--- src/logic/aicc_cfg.svh ---
// Purpose: Constants for the converter input configuration and coding control
// Assumes: Pins sampled synchronously on sys_clk at 10 MHz
// Notes: Serial clock and chip select arrive as ordinary sampled inputs
// Contract
// - Select low gives three differential pairs
// - Select high gives six single-ended channels
// - Return to track on thirteenth rising edge
// - Mode change mid conversion restarts acquisition
// - Single-ended codes 0-5 route inputs 1-6
// - Differential pair by upper bits, bit0 pseudo
// - Range low one reference, high twice reference
// - Straight binary only single/pseudo low range
// - LSB scale from mode and range
// - Sample and start on chip-select fall
// - Conversion occupies fourteen serial clock cycles
`ifndef AICC_CFG_SVH
`define AICC_CFG_SVH
`define AICC_TRACK_EDGE 4'hD
`define AICC_DONE_EDGE 4'hE
`define AICC_CNT_ZERO 4'h0
`define AICC_CNT_ONE 4'h1
`define AICC_SEL_NONE 3'h0
`define AICC_SE_LAST 3'h5
`define AICC_NEG_ANALOG_GROUND 3'h0
`define AICC_LSB_X1 2'h0
`define AICC_LSB_X2 2'h1
`define AICC_LSB_X4 2'h2
`endif

--- src/logic/aicc_pkg.sv ---
// Purpose: Types for the converter input configuration and coding control
// Assumes: None
// Notes: Shared by the top module and the snapshot store
package aicc_pkg;
    typedef enum logic [1:0] {
        AICC_MODE_SE = 2'b00,
        AICC_MODE_FULL = 2'b01,
        AICC_MODE_PSEUDO = 2'b10
    } aicc_mode_type;
    typedef enum logic [1:0] {
        AICC_ST_TRACK = 2'b00,
        AICC_ST_HOLD = 2'b01,
        AICC_ST_DONE = 2'b10
    } aicc_state_type;
endpackage

--- src/logic/aicc_snap.sv ---
// Purpose: Holds the configuration captured at the sampling edge
// Assumes: Capture strobe is a one-cycle pulse
// Notes: Read data come straight from registers
`timescale 1ns/10ps
module aicc_snap (
    // Clock and reset
    input wire logic sys_clk,
    input wire logic rst_n,
    // Capture side
    input wire logic cap_en,
    input wire aicc_pkg::aicc_mode_type mode_in,
    input wire logic range_in,
    // Held values
    output aicc_pkg::aicc_mode_type mode_q,
    output logic range_q
);
    import aicc_pkg::*;
    // Capture mode and range on each conversion start
    always_ff @(posedge sys_clk or negedge rst_n) begin
        if (!rst_n) begin
            mode_q <= AICC_MODE_SE;
            range_q <= 1'b0;
        end else if (cap_en) begin
            mode_q <= mode_in;
            range_q <= range_in;
        end
    end
endmodule

--- src/logic/aicc_top.sv ---
// Purpose: Decodes input type, channel address and range into routing and coding
// Assumes: Host keeps the settle and hold times on its pins
// Notes: Serial clock edges are found by sampling at sys_clk
`timescale 1ns/10ps
`include "aicc_cfg.svh"
module aicc_top (
    // Clock and reset
    input wire logic sys_clk,
    input wire logic rst_n,
    // Frame pins
    input wire logic chip_sel_n,
    input wire logic ser_clk,
    // Configuration pins
    input wire logic input_type_select,
    input wire logic chan_addr_bit0,
    input wire logic chan_addr_bit1,
    input wire logic chan_addr_bit2,
    input wire logic range_select,
    // Multiplexer routing, same for both converters
    output logic [2:0] pos_sel_r,
    output logic [2:0] neg_sel_r,
    output logic neg_is_gnd_r,
    // Conversion status
    output logic track_r,
    output logic conv_start_r,
    output logic conv_done_r,
    output logic acq_restart_r,
    output logic addr_reserved_r,
    // Coding and scaling of the current result
    output logic twos_comp_r,
    output logic [1:0] lsb_scale_r,
    output logic span_double_r
);
    import aicc_pkg::*;

    // Both internal converters share one multiplexer address, so one set of
    // routing outputs serves them. Routing follows the pins every cycle, while
    // coding and scaling come from the snapshot taken as the frame opens, so a
    // late range change cannot disturb the result already in flight.

    ////////////////////////////////////////////////////////////////////////////
    // Decode functions
    // Mode seen by the converter; bit0 picks pseudo only when differential
    function automatic aicc_mode_type mode_of(input logic sgl, input logic a0);
        if (sgl) begin
            mode_of = AICC_MODE_SE;
        end else if (a0) begin
            mode_of = AICC_MODE_PSEUDO;
        end else begin
            mode_of = AICC_MODE_FULL;
        end
    endfunction

    // Straight binary only for ground or pseudo referenced inputs in the low span
    function automatic logic is_twos(input aicc_mode_type m, input logic rng);
        is_twos = !((m != AICC_MODE_FULL) && !rng);
    endfunction

    // Differential inputs swing both ways, so their step is twice as large
    function automatic logic [1:0] lsb_of(input aicc_mode_type m, input logic rng);
        if (m == AICC_MODE_SE) begin
            lsb_of = rng ? `AICC_LSB_X2 : `AICC_LSB_X1;
        end else begin
            lsb_of = rng ? `AICC_LSB_X4 : `AICC_LSB_X2;
        end
    endfunction

    ////////////////////////////////////////////////////////////////////////////
    // Edge detection on frame pins
    logic cs_d_r;
    logic sclk_d_r;
    logic cs_fall;
    logic sclk_rise;
    logic [2:0] addr;
    aicc_mode_type mode_now;
    aicc_mode_type mode_d_r;
    aicc_mode_type snap_mode;
    logic snap_range;
    assign cs_fall = cs_d_r && !chip_sel_n;
    assign sclk_rise = !sclk_d_r && ser_clk && !chip_sel_n;
    assign addr = {chan_addr_bit2, chan_addr_bit1, chan_addr_bit0};
    assign mode_now = mode_of(input_type_select, chan_addr_bit0);

    // Previous pin levels
    // Both histories reset to the idle level of their pins: the serial clock
    // rests high, so no false rise follows reset. A select already low at
    // release opens a frame at once.
    always_ff @(posedge sys_clk or negedge rst_n) begin
        if (!rst_n) begin
            cs_d_r <= 1'b1;
            sclk_d_r <= 1'b1;
            mode_d_r <= AICC_MODE_SE;
        end else begin
            cs_d_r <= chip_sel_n;
            sclk_d_r <= ser_clk;
            mode_d_r <= mode_now;
        end
    end

    ////////////////////////////////////////////////////////////////////////////
    // Frame state machine and serial clock counter
    aicc_state_type state_r;
    aicc_state_type state_nxt;
    logic [3:0] edge_cnt_r;
    logic [3:0] edge_cnt_nxt;

    // The counter holds at the last edge, so extra clocks in a long frame do nothing
    // Raising chip select at any point ends the frame and returns to track
    // Next state
    always_comb begin
        state_nxt = state_r;
        edge_cnt_nxt = edge_cnt_r;
        case (state_r)
            AICC_ST_TRACK: begin
                if (cs_fall) begin
                    state_nxt = AICC_ST_HOLD;
                    edge_cnt_nxt = `AICC_CNT_ZERO;
                end
            end
            AICC_ST_HOLD: begin
                if (chip_sel_n) begin
                    state_nxt = AICC_ST_TRACK;
                end else if (sclk_rise) begin
                    edge_cnt_nxt = edge_cnt_r + `AICC_CNT_ONE;
                    if (edge_cnt_r + `AICC_CNT_ONE == `AICC_TRACK_EDGE) begin
                        state_nxt = AICC_ST_DONE;
                    end
                end
            end
            AICC_ST_DONE: begin
                if (chip_sel_n) begin
                    state_nxt = AICC_ST_TRACK;
                end else if (sclk_rise && edge_cnt_r != `AICC_DONE_EDGE) begin
                    edge_cnt_nxt = edge_cnt_r + `AICC_CNT_ONE;
                end
            end
            default: begin
                state_nxt = AICC_ST_TRACK;
            end
        endcase
    end

    // State registers, reset together so no stale count survives a reset
    always_ff @(posedge sys_clk or negedge rst_n) begin
        if (!rst_n) begin
            state_r <= AICC_ST_TRACK;
            edge_cnt_r <= `AICC_CNT_ZERO;
        end else begin
            state_r <= state_nxt;
            edge_cnt_r <= edge_cnt_nxt;
        end
    end

    // Track follows the next state, so it rises the cycle after the thirteenth rise
    // Start and done are single-cycle pulses
    // Status outputs
    always_ff @(posedge sys_clk or negedge rst_n) begin
        if (!rst_n) begin
            track_r <= 1'b1;
            conv_start_r <= 1'b0;
            conv_done_r <= 1'b0;
            acq_restart_r <= 1'b0;
        end else begin
            track_r <= (state_nxt != AICC_ST_HOLD);
            conv_start_r <= (state_r == AICC_ST_TRACK) && cs_fall;
            conv_done_r <= (state_r == AICC_ST_DONE) && sclk_rise && !chip_sel_n
                && (edge_cnt_r + `AICC_CNT_ONE == `AICC_DONE_EDGE);
            // Mode change while holding restarts acquisition
            acq_restart_r <= (state_r == AICC_ST_HOLD) && !chip_sel_n
                && (mode_now != mode_d_r);
        end
    end

    ////////////////////////////////////////////////////////////////////////////
    // Reserved codes still route somewhere; the flag marks the result undefined
    // Multiplexer routing follows the pins
    always_ff @(posedge sys_clk or negedge rst_n) begin
        if (!rst_n) begin
            pos_sel_r <= `AICC_SEL_NONE;
            neg_sel_r <= `AICC_NEG_ANALOG_GROUND;
            neg_is_gnd_r <= 1'b1;
            addr_reserved_r <= 1'b0;
        end else if (input_type_select) begin
            pos_sel_r <= addr;
            neg_sel_r <= `AICC_NEG_ANALOG_GROUND;
            neg_is_gnd_r <= 1'b1;
            addr_reserved_r <= addr > `AICC_SE_LAST;
        end else begin
            pos_sel_r <= {addr[2:1], 1'b0};
            neg_sel_r <= {addr[2:1], 1'b1};
            neg_is_gnd_r <= 1'b0;
            addr_reserved_r <= addr[2] && addr[1];
        end
    end

    ////////////////////////////////////////////////////////////////////////////
    // Capture only at a true frame opening; a fall seen in other states is ignored
    // Snapshot of mode and range at sampling edge
    aicc_snap u_snap (
        .sys_clk(sys_clk),
        .rst_n(rst_n),
        .cap_en(cs_fall && state_r == AICC_ST_TRACK),
        .mode_in(mode_now),
        .range_in(range_select),
        .mode_q(snap_mode),
        .range_q(snap_range)
    );

    // Coding outputs lag the capture by one cycle and then stand until the next
    // frame opens, whatever the pins do meanwhile
    // Coding and scale from captured settings
    always_ff @(posedge sys_clk or negedge rst_n) begin
        if (!rst_n) begin
            twos_comp_r <= 1'b0;
            lsb_scale_r <= `AICC_LSB_X1;
            span_double_r <= 1'b0;
        end else begin
            twos_comp_r <= is_twos(snap_mode, snap_range);
            lsb_scale_r <= lsb_of(snap_mode, snap_range);
            span_double_r <= snap_range;
        end
    end
endmodule

--- config.mk ---
export PLATFORM = sky130hd
export DESIGN_NAME = aicc_top
export DESIGN_NICKNAME = d
export VERILOG_FILES = /design/src/logic/aicc_pkg.sv /design/src/logic/aicc_snap.sv /design/src/logic/aicc_top.sv
export VERILOG_INCLUDE_DIRS = /design/src /design/src/logic
export SDC_FILE = /design/constraint.sdc
export NUM_CORES = 1
export LEC_CHECK = 0
export BUFFER_PORTS_ARGS = -buffer_cell sky130_fd_sc_hd__buf_2
export CAP_MARGIN = 10
export CORE_ASPECT_RATIO = 0.8
export CORE_MARGIN = 2
export CORE_UTILIZATION = 35
export DETAILED_ROUTE_END_ITERATION = 10
export GPL_ROUTABILITY_DRIVEN = 0
export GPL_TIMING_DRIVEN = 0
export HOLD_SLACK_MARGIN = 0.06
export PLACE_DENSITY = 0.59
export SYNTH_ARGS = -nofsm -noshare
export SYNTH_HDL_FRONTEND = slang
export SYNTH_SLANG_ARGS = --single-unit
--- constraint.sdc ---
create_clock -name sys_clk -period 2.1 [get_ports sys_clk]
set_clock_uncertainty 0.15 [all_clocks]
set_input_delay 0 -clock sys_clk [delete_from_list [all_inputs] [get_ports sys_clk]]
set_output_delay 0 -clock sys_clk [all_outputs]
set_load 0.1 [all_outputs]
Word level (Yosys, flattened, before mapping)
Index checks and enable logic that the tools add are counted.

Flip-flop bits (word level): 29. Input port bits: 9. Output and inout bits: 16. Logic and storage cells: 74.

Add/subtract/negate cells: 1. Magnitude comparators: 1. Eq/ne operators: 13. Multiplexer cells: 21. Reductions and logical operators: 20.

Operator list (count): 2-to-1 mux 4 bit (5); 2-to-1 mux 2 bit (9); logical AND 1 bit (12); one-hot mux 4 bit (3 select lines) (1); != test 2 bit (second input constant) (5); equality test 4 bit (second input constant) (2); one-hot mux 2 bit (3 select lines) (1); AND reduction 6 bit (1); adder 4 x 1 -> 4 bit (second input constant) (1); logical NOT 1 bit (4); logical NOT 2 bit (2); 2-to-1 mux 1 bit (4); != test 2 x 1 -> 1 bit (second input constant) (2); != test 4 bit (second input constant) (1); > comparator 3 bit (second input constant) (1); 2-to-1 mux 3 bit (1); nonzero test 3 bit (1); equality test 2 x 1 -> 1 bit (second input constant) (1); equality test 2 bit (second input constant) (1); != test 2 bit (1).

Longest topological paths before layout
Depth after elaboration: 7. Depth in mapped cells: 6. Depth with buffers taken out: 6.

By module
A second synthesis with hierarchy kept.

Cells, all modules: 99. Area, all modules: 1244.9 µm².

Modules (own cells, without submodules): aicc_top (times used 1, cells each 93, area each 1136.1 µm², seq. area each 655.6 µm²); aicc_snap (times used 1, cells each 6, area each 108.9 µm², seq. area each 75.1 µm²).

Worst setup path before layout
OpenSTA, ideal clock, no wires.

Kind: flip-flop to flip-flop. From: register state_r[0]. To: register track_r. Setup time: 0.092 ns. Data arrival time: 1.330 ns. Data required time: 1.858 ns. Setup slack: 0.528 ns. Cell stages (with the launch flop): 7. Path buffers: 0. Clock period less this slack: 1.572 ns. Cell sequence: dfrtp_1 -> inv_1 -> ha_1 -> nor2_1 -> or3_1 -> a41oi_2 -> o211ai_1.

Cells in the longest elaborated chain, start to end: 5. Elaborated cells between the ends (all ways): 10. Classes of those cells: eq/ne (3); mux (6); reduce/logical (1).

Ends and longest elaborated chain: start, declared (RTL line aicc_top.sv:102) `aicc_state_type state_r;`; start signal, assigned (RTL line aicc_top.sv:149) `state_r <= state_nxt;`; 2-to-1 mux 2 bit (RTL line aicc_top.sv:125) `` if (edge_cnt_r + `AICC_CNT_ONE == `AICC_TRACK_EDGE) begin ``; 2-to-1 mux 2 bit (RTL line aicc_top.sv:123) `end else if (sclk_rise) begin`; 2-to-1 mux 2 bit (RTL line aicc_top.sv:121) `if (chip_sel_n) begin`; one-hot mux 2 bit (3 select lines) (*) (RTL line aicc_top.sv:113) `case (state_r)`; != test 2 x 1 -> 1 bit (*) (RTL line aicc_top.sv:164) `track_r <= (state_nxt != AICC_ST_HOLD);`; end signal, assigned (RTL line aicc_top.sv:164); end, declared (RTL line aicc_top.sv:24) `output logic track_r,`.

Mark *: on every way between the ends. The rest lies on a longest branch, timed or not. A chain may end at the register's enable or synchronous reset.

Worst setup path after layout
Same ends and word-level chain as after synthesis.

==> flow_summary.toml <==
[routing]
wirelength_mm = 2.20
vias = 851
firstDrtPassIters = 4
viasPerCell = 4.65
wl_per_cell_um = 12.0
ant_nets = 0
drt-initial-drc-count = 48
drc = 0

[cells_and_area]
num-nets-final = 159
layout-drive-gt1-share = 0.326
final_cell_mix = "dfrtp_1, buf_2, inv_1, ha_1, dlygate4sd3_1"
fin_util = 0.463
syn_to_final_growth_pct = 26.6
n_fill_cell = 316
multi_input_area_um2 = 492
regArea_um2 = 731
n_antenna_cell = 0
final_common_cell = "dfrtp_1"

[floorplan]
die_y_um = 57.7
initial_core_util = 0.366
die_area_um2 = 4100
pin_count = 25
die_w_um = 71.1
fp-row-count = 19
coreArea_um2 = 3450

[logic_synthesis]
syn_area_per_cell_um2 = 12.5
syn_inst = 101
synth.net_count = 120
async_flop_share = 1.00
synth_compound_area_frac = 0.0933
yosysWarnings = 0
ys_seq_area_frac = 0.580
synthXorXnorAreaFrac = 0.0288
ys.flop_type = "dfrtp_1"
synthAdderAreaFrac = 0.0993
synth_top_family_by_area = "simple AND/OR/NAND/NOR gates"
syn_area_um2 = 1260
yosys.area_share.simple = 0.151
ys_types = 33
ys_seq_elements = 29
synth.mux.area_fraction = 0.0179
synth-edff-count = 0

[timing]
max_freq_mhz = 571
finalCriticalPeriod_ps = 1750
finalSetupTns_ps = 0
hold_viol_final = 0
fin_crit_sh = 0.835
rsz0062_at_grt = "false"
setup_violations = 0
relSlewSlack = 0.582
whs_ps = 123
slew_violations = 0
worst_pin_slew_ps = 627

[global_routing]
overflow = 0
grt_pass1_wl_mm = 3.71
grt_pass1_vias = 839
grt_max_degree = 30
antenna_found_initial = 0
globalRouteTotalUtil = 0.123

[critical_path]
start_kind = "register"
crit_fanout = 5
worstSetupPathType = "register to register"
cp.required_ps = 2140
worst_ep_arrival_time_ps = 1790
critPathCaptureType = "register"
reg2reg_setup_slack_ps = 350

[pwr]
power_density_nw_per_um2 = 1310
leakagePower_nw = 0.779
switching_share = 0.462
p_clk_frac = 0.207
switchingPower_w = 0.000963
ir_drop_uv = 526
comb_power_share = 0.427
seqPwrFrac = 0.366
p_int_w = 0.00112

[clock_network]
clk_latency_ps = 280
post_cts_resize_count = 0
root_buffer = "clkbuf_8"
cts_max_level = 2
cts.clk_slew.worst_paths_ps = 60
cts_tree = "yes"
cts_max_path_buffers = 2
cts_made_buffers = 5
clock_sinks = 29

[placement]
dpl.hpwl_mm = 1.51
numPortBuffers = 24

[min_path]
hold_path_class = "primary input to async pin"

[outcome]
outcome = "complete, no violations"

[run]
drv_cap = 0
==> sequential cells by signal (all words and copies together) (netlist names), 2 cells and up <==
name           flops
edge_cnt_r         4
state_r            2
mode_d_r           2
u_snap.mode_q      2
lsb_scale_r        2
pos_sel_r          3
neg_sel_r          3
==> repair_timing <==
action                                 4_1_cts  5_1_grt
endpoints found under the hold margin       46        0
hold buffers                                 8        0
setup endpoints to repair                    0        0
setup buffers                                0        0
==> final cells by class <==
| type | instances | share of cell area |
|---|---|---|
| flip-flops and latches | 29 | 0.458 |
| well taps | 42 | 0.0329 |
| clock buffers | 6 | 0.0455 |
| repair buffers | 32 | 0.125 |
| clock inverters | 2 | 0.00627 |
| inverters | 10 | 0.0235 |
| multi-input cells | 62 | 0.308 |
==> synth_stat cells, types with 2 or more instances <==
master,n,area share
nand2_1,7,0.021
o21ai_0,4,0.016
nand3b_1,2,0.012
nand3_1,2,0.0079
dfstp_2,4,0.083
nor2_1,5,0.015
inv_1,10,0.030
dfrtp_1,25,0.50
ha_1,10,0.099
o21ai_1,3,0.012
nor2b_1,4,0.020
and2_1,3,0.015
mux2_2,2,0.018
==> stage by stage <==
step	setup slack (ps)	total power, W	cell area [µm²]	std cells
after floorplan	528	0.00149	1260	101
after global placement	392	0.00164	1430	167
after detailed placement	361	0.00166	1430	167
after CTS	356	0.00211	1600	183
after global routing	227	0.00221	1600	183
final	347	0.00208	1600	183
==> path summary, 6_finish.rpt <==
kind | from | depth (start not counted) | to
hold / removal | rst_n | 2 | u_snap.range_q
setup / recovery | state_r[0] | 6 | track_r
max in group asynchronous | rst_n | 2 | u_snap.mode_q[0]
min in group sys_clk | ser_clk | 2 | sclk_d_r
hold reg to reg | u_snap.range_q | 0 | span_double_r
setup reg to reg | state_r[0] | 6 | track_r
==> power groups by stage <==
| stage | registers, W | clock network (W) | logic (W) |
|---|---|---|---|
| floorplan | 0.00122 | 0 | 0.000269 |
| global placement | 0.000768 | 0 | 0.000873 |
| detailed placement | 0.000774 | 0 | 0.000886 |
| CTS | 0.000764 | 0.000452 | 0.000897 |
| global route | 0.000780 | 0.000480 | 0.000950 |
| finish | 0.000763 | 0.000432 | 0.000889 |
==> worst max-delay path: stages (launching register included) <==
cell and delay, ps:
dfrtp_1 430, inv_1 130, ha_1 220, nor2_1 100, or3_1 340, a41oi_2 190
o211ai_1 110
==> routing by layer <==
metal / global-route usage / up-vias / wire length (µm)
met5: 0 / - / 0
met3: 0.0678 / 5 / 141
met1: 0.129 / 409 / 954
met4: 0.0755 / 0 / 48
met2: 0.195 / 23 / 1050
li1: - / 414 / -
==> cells by family after synthesis <==
logic type                 count (synthesis)
and+or+nand+nor                           32
DFF                                       29
AOI/OAI and AO/OA                         16
buffers and inverters                     10
adders and majority gates                 10
xor gates and xnor gates                   2
muxes                                      2
Note: power is estimated with default switching activity, not from simulation.
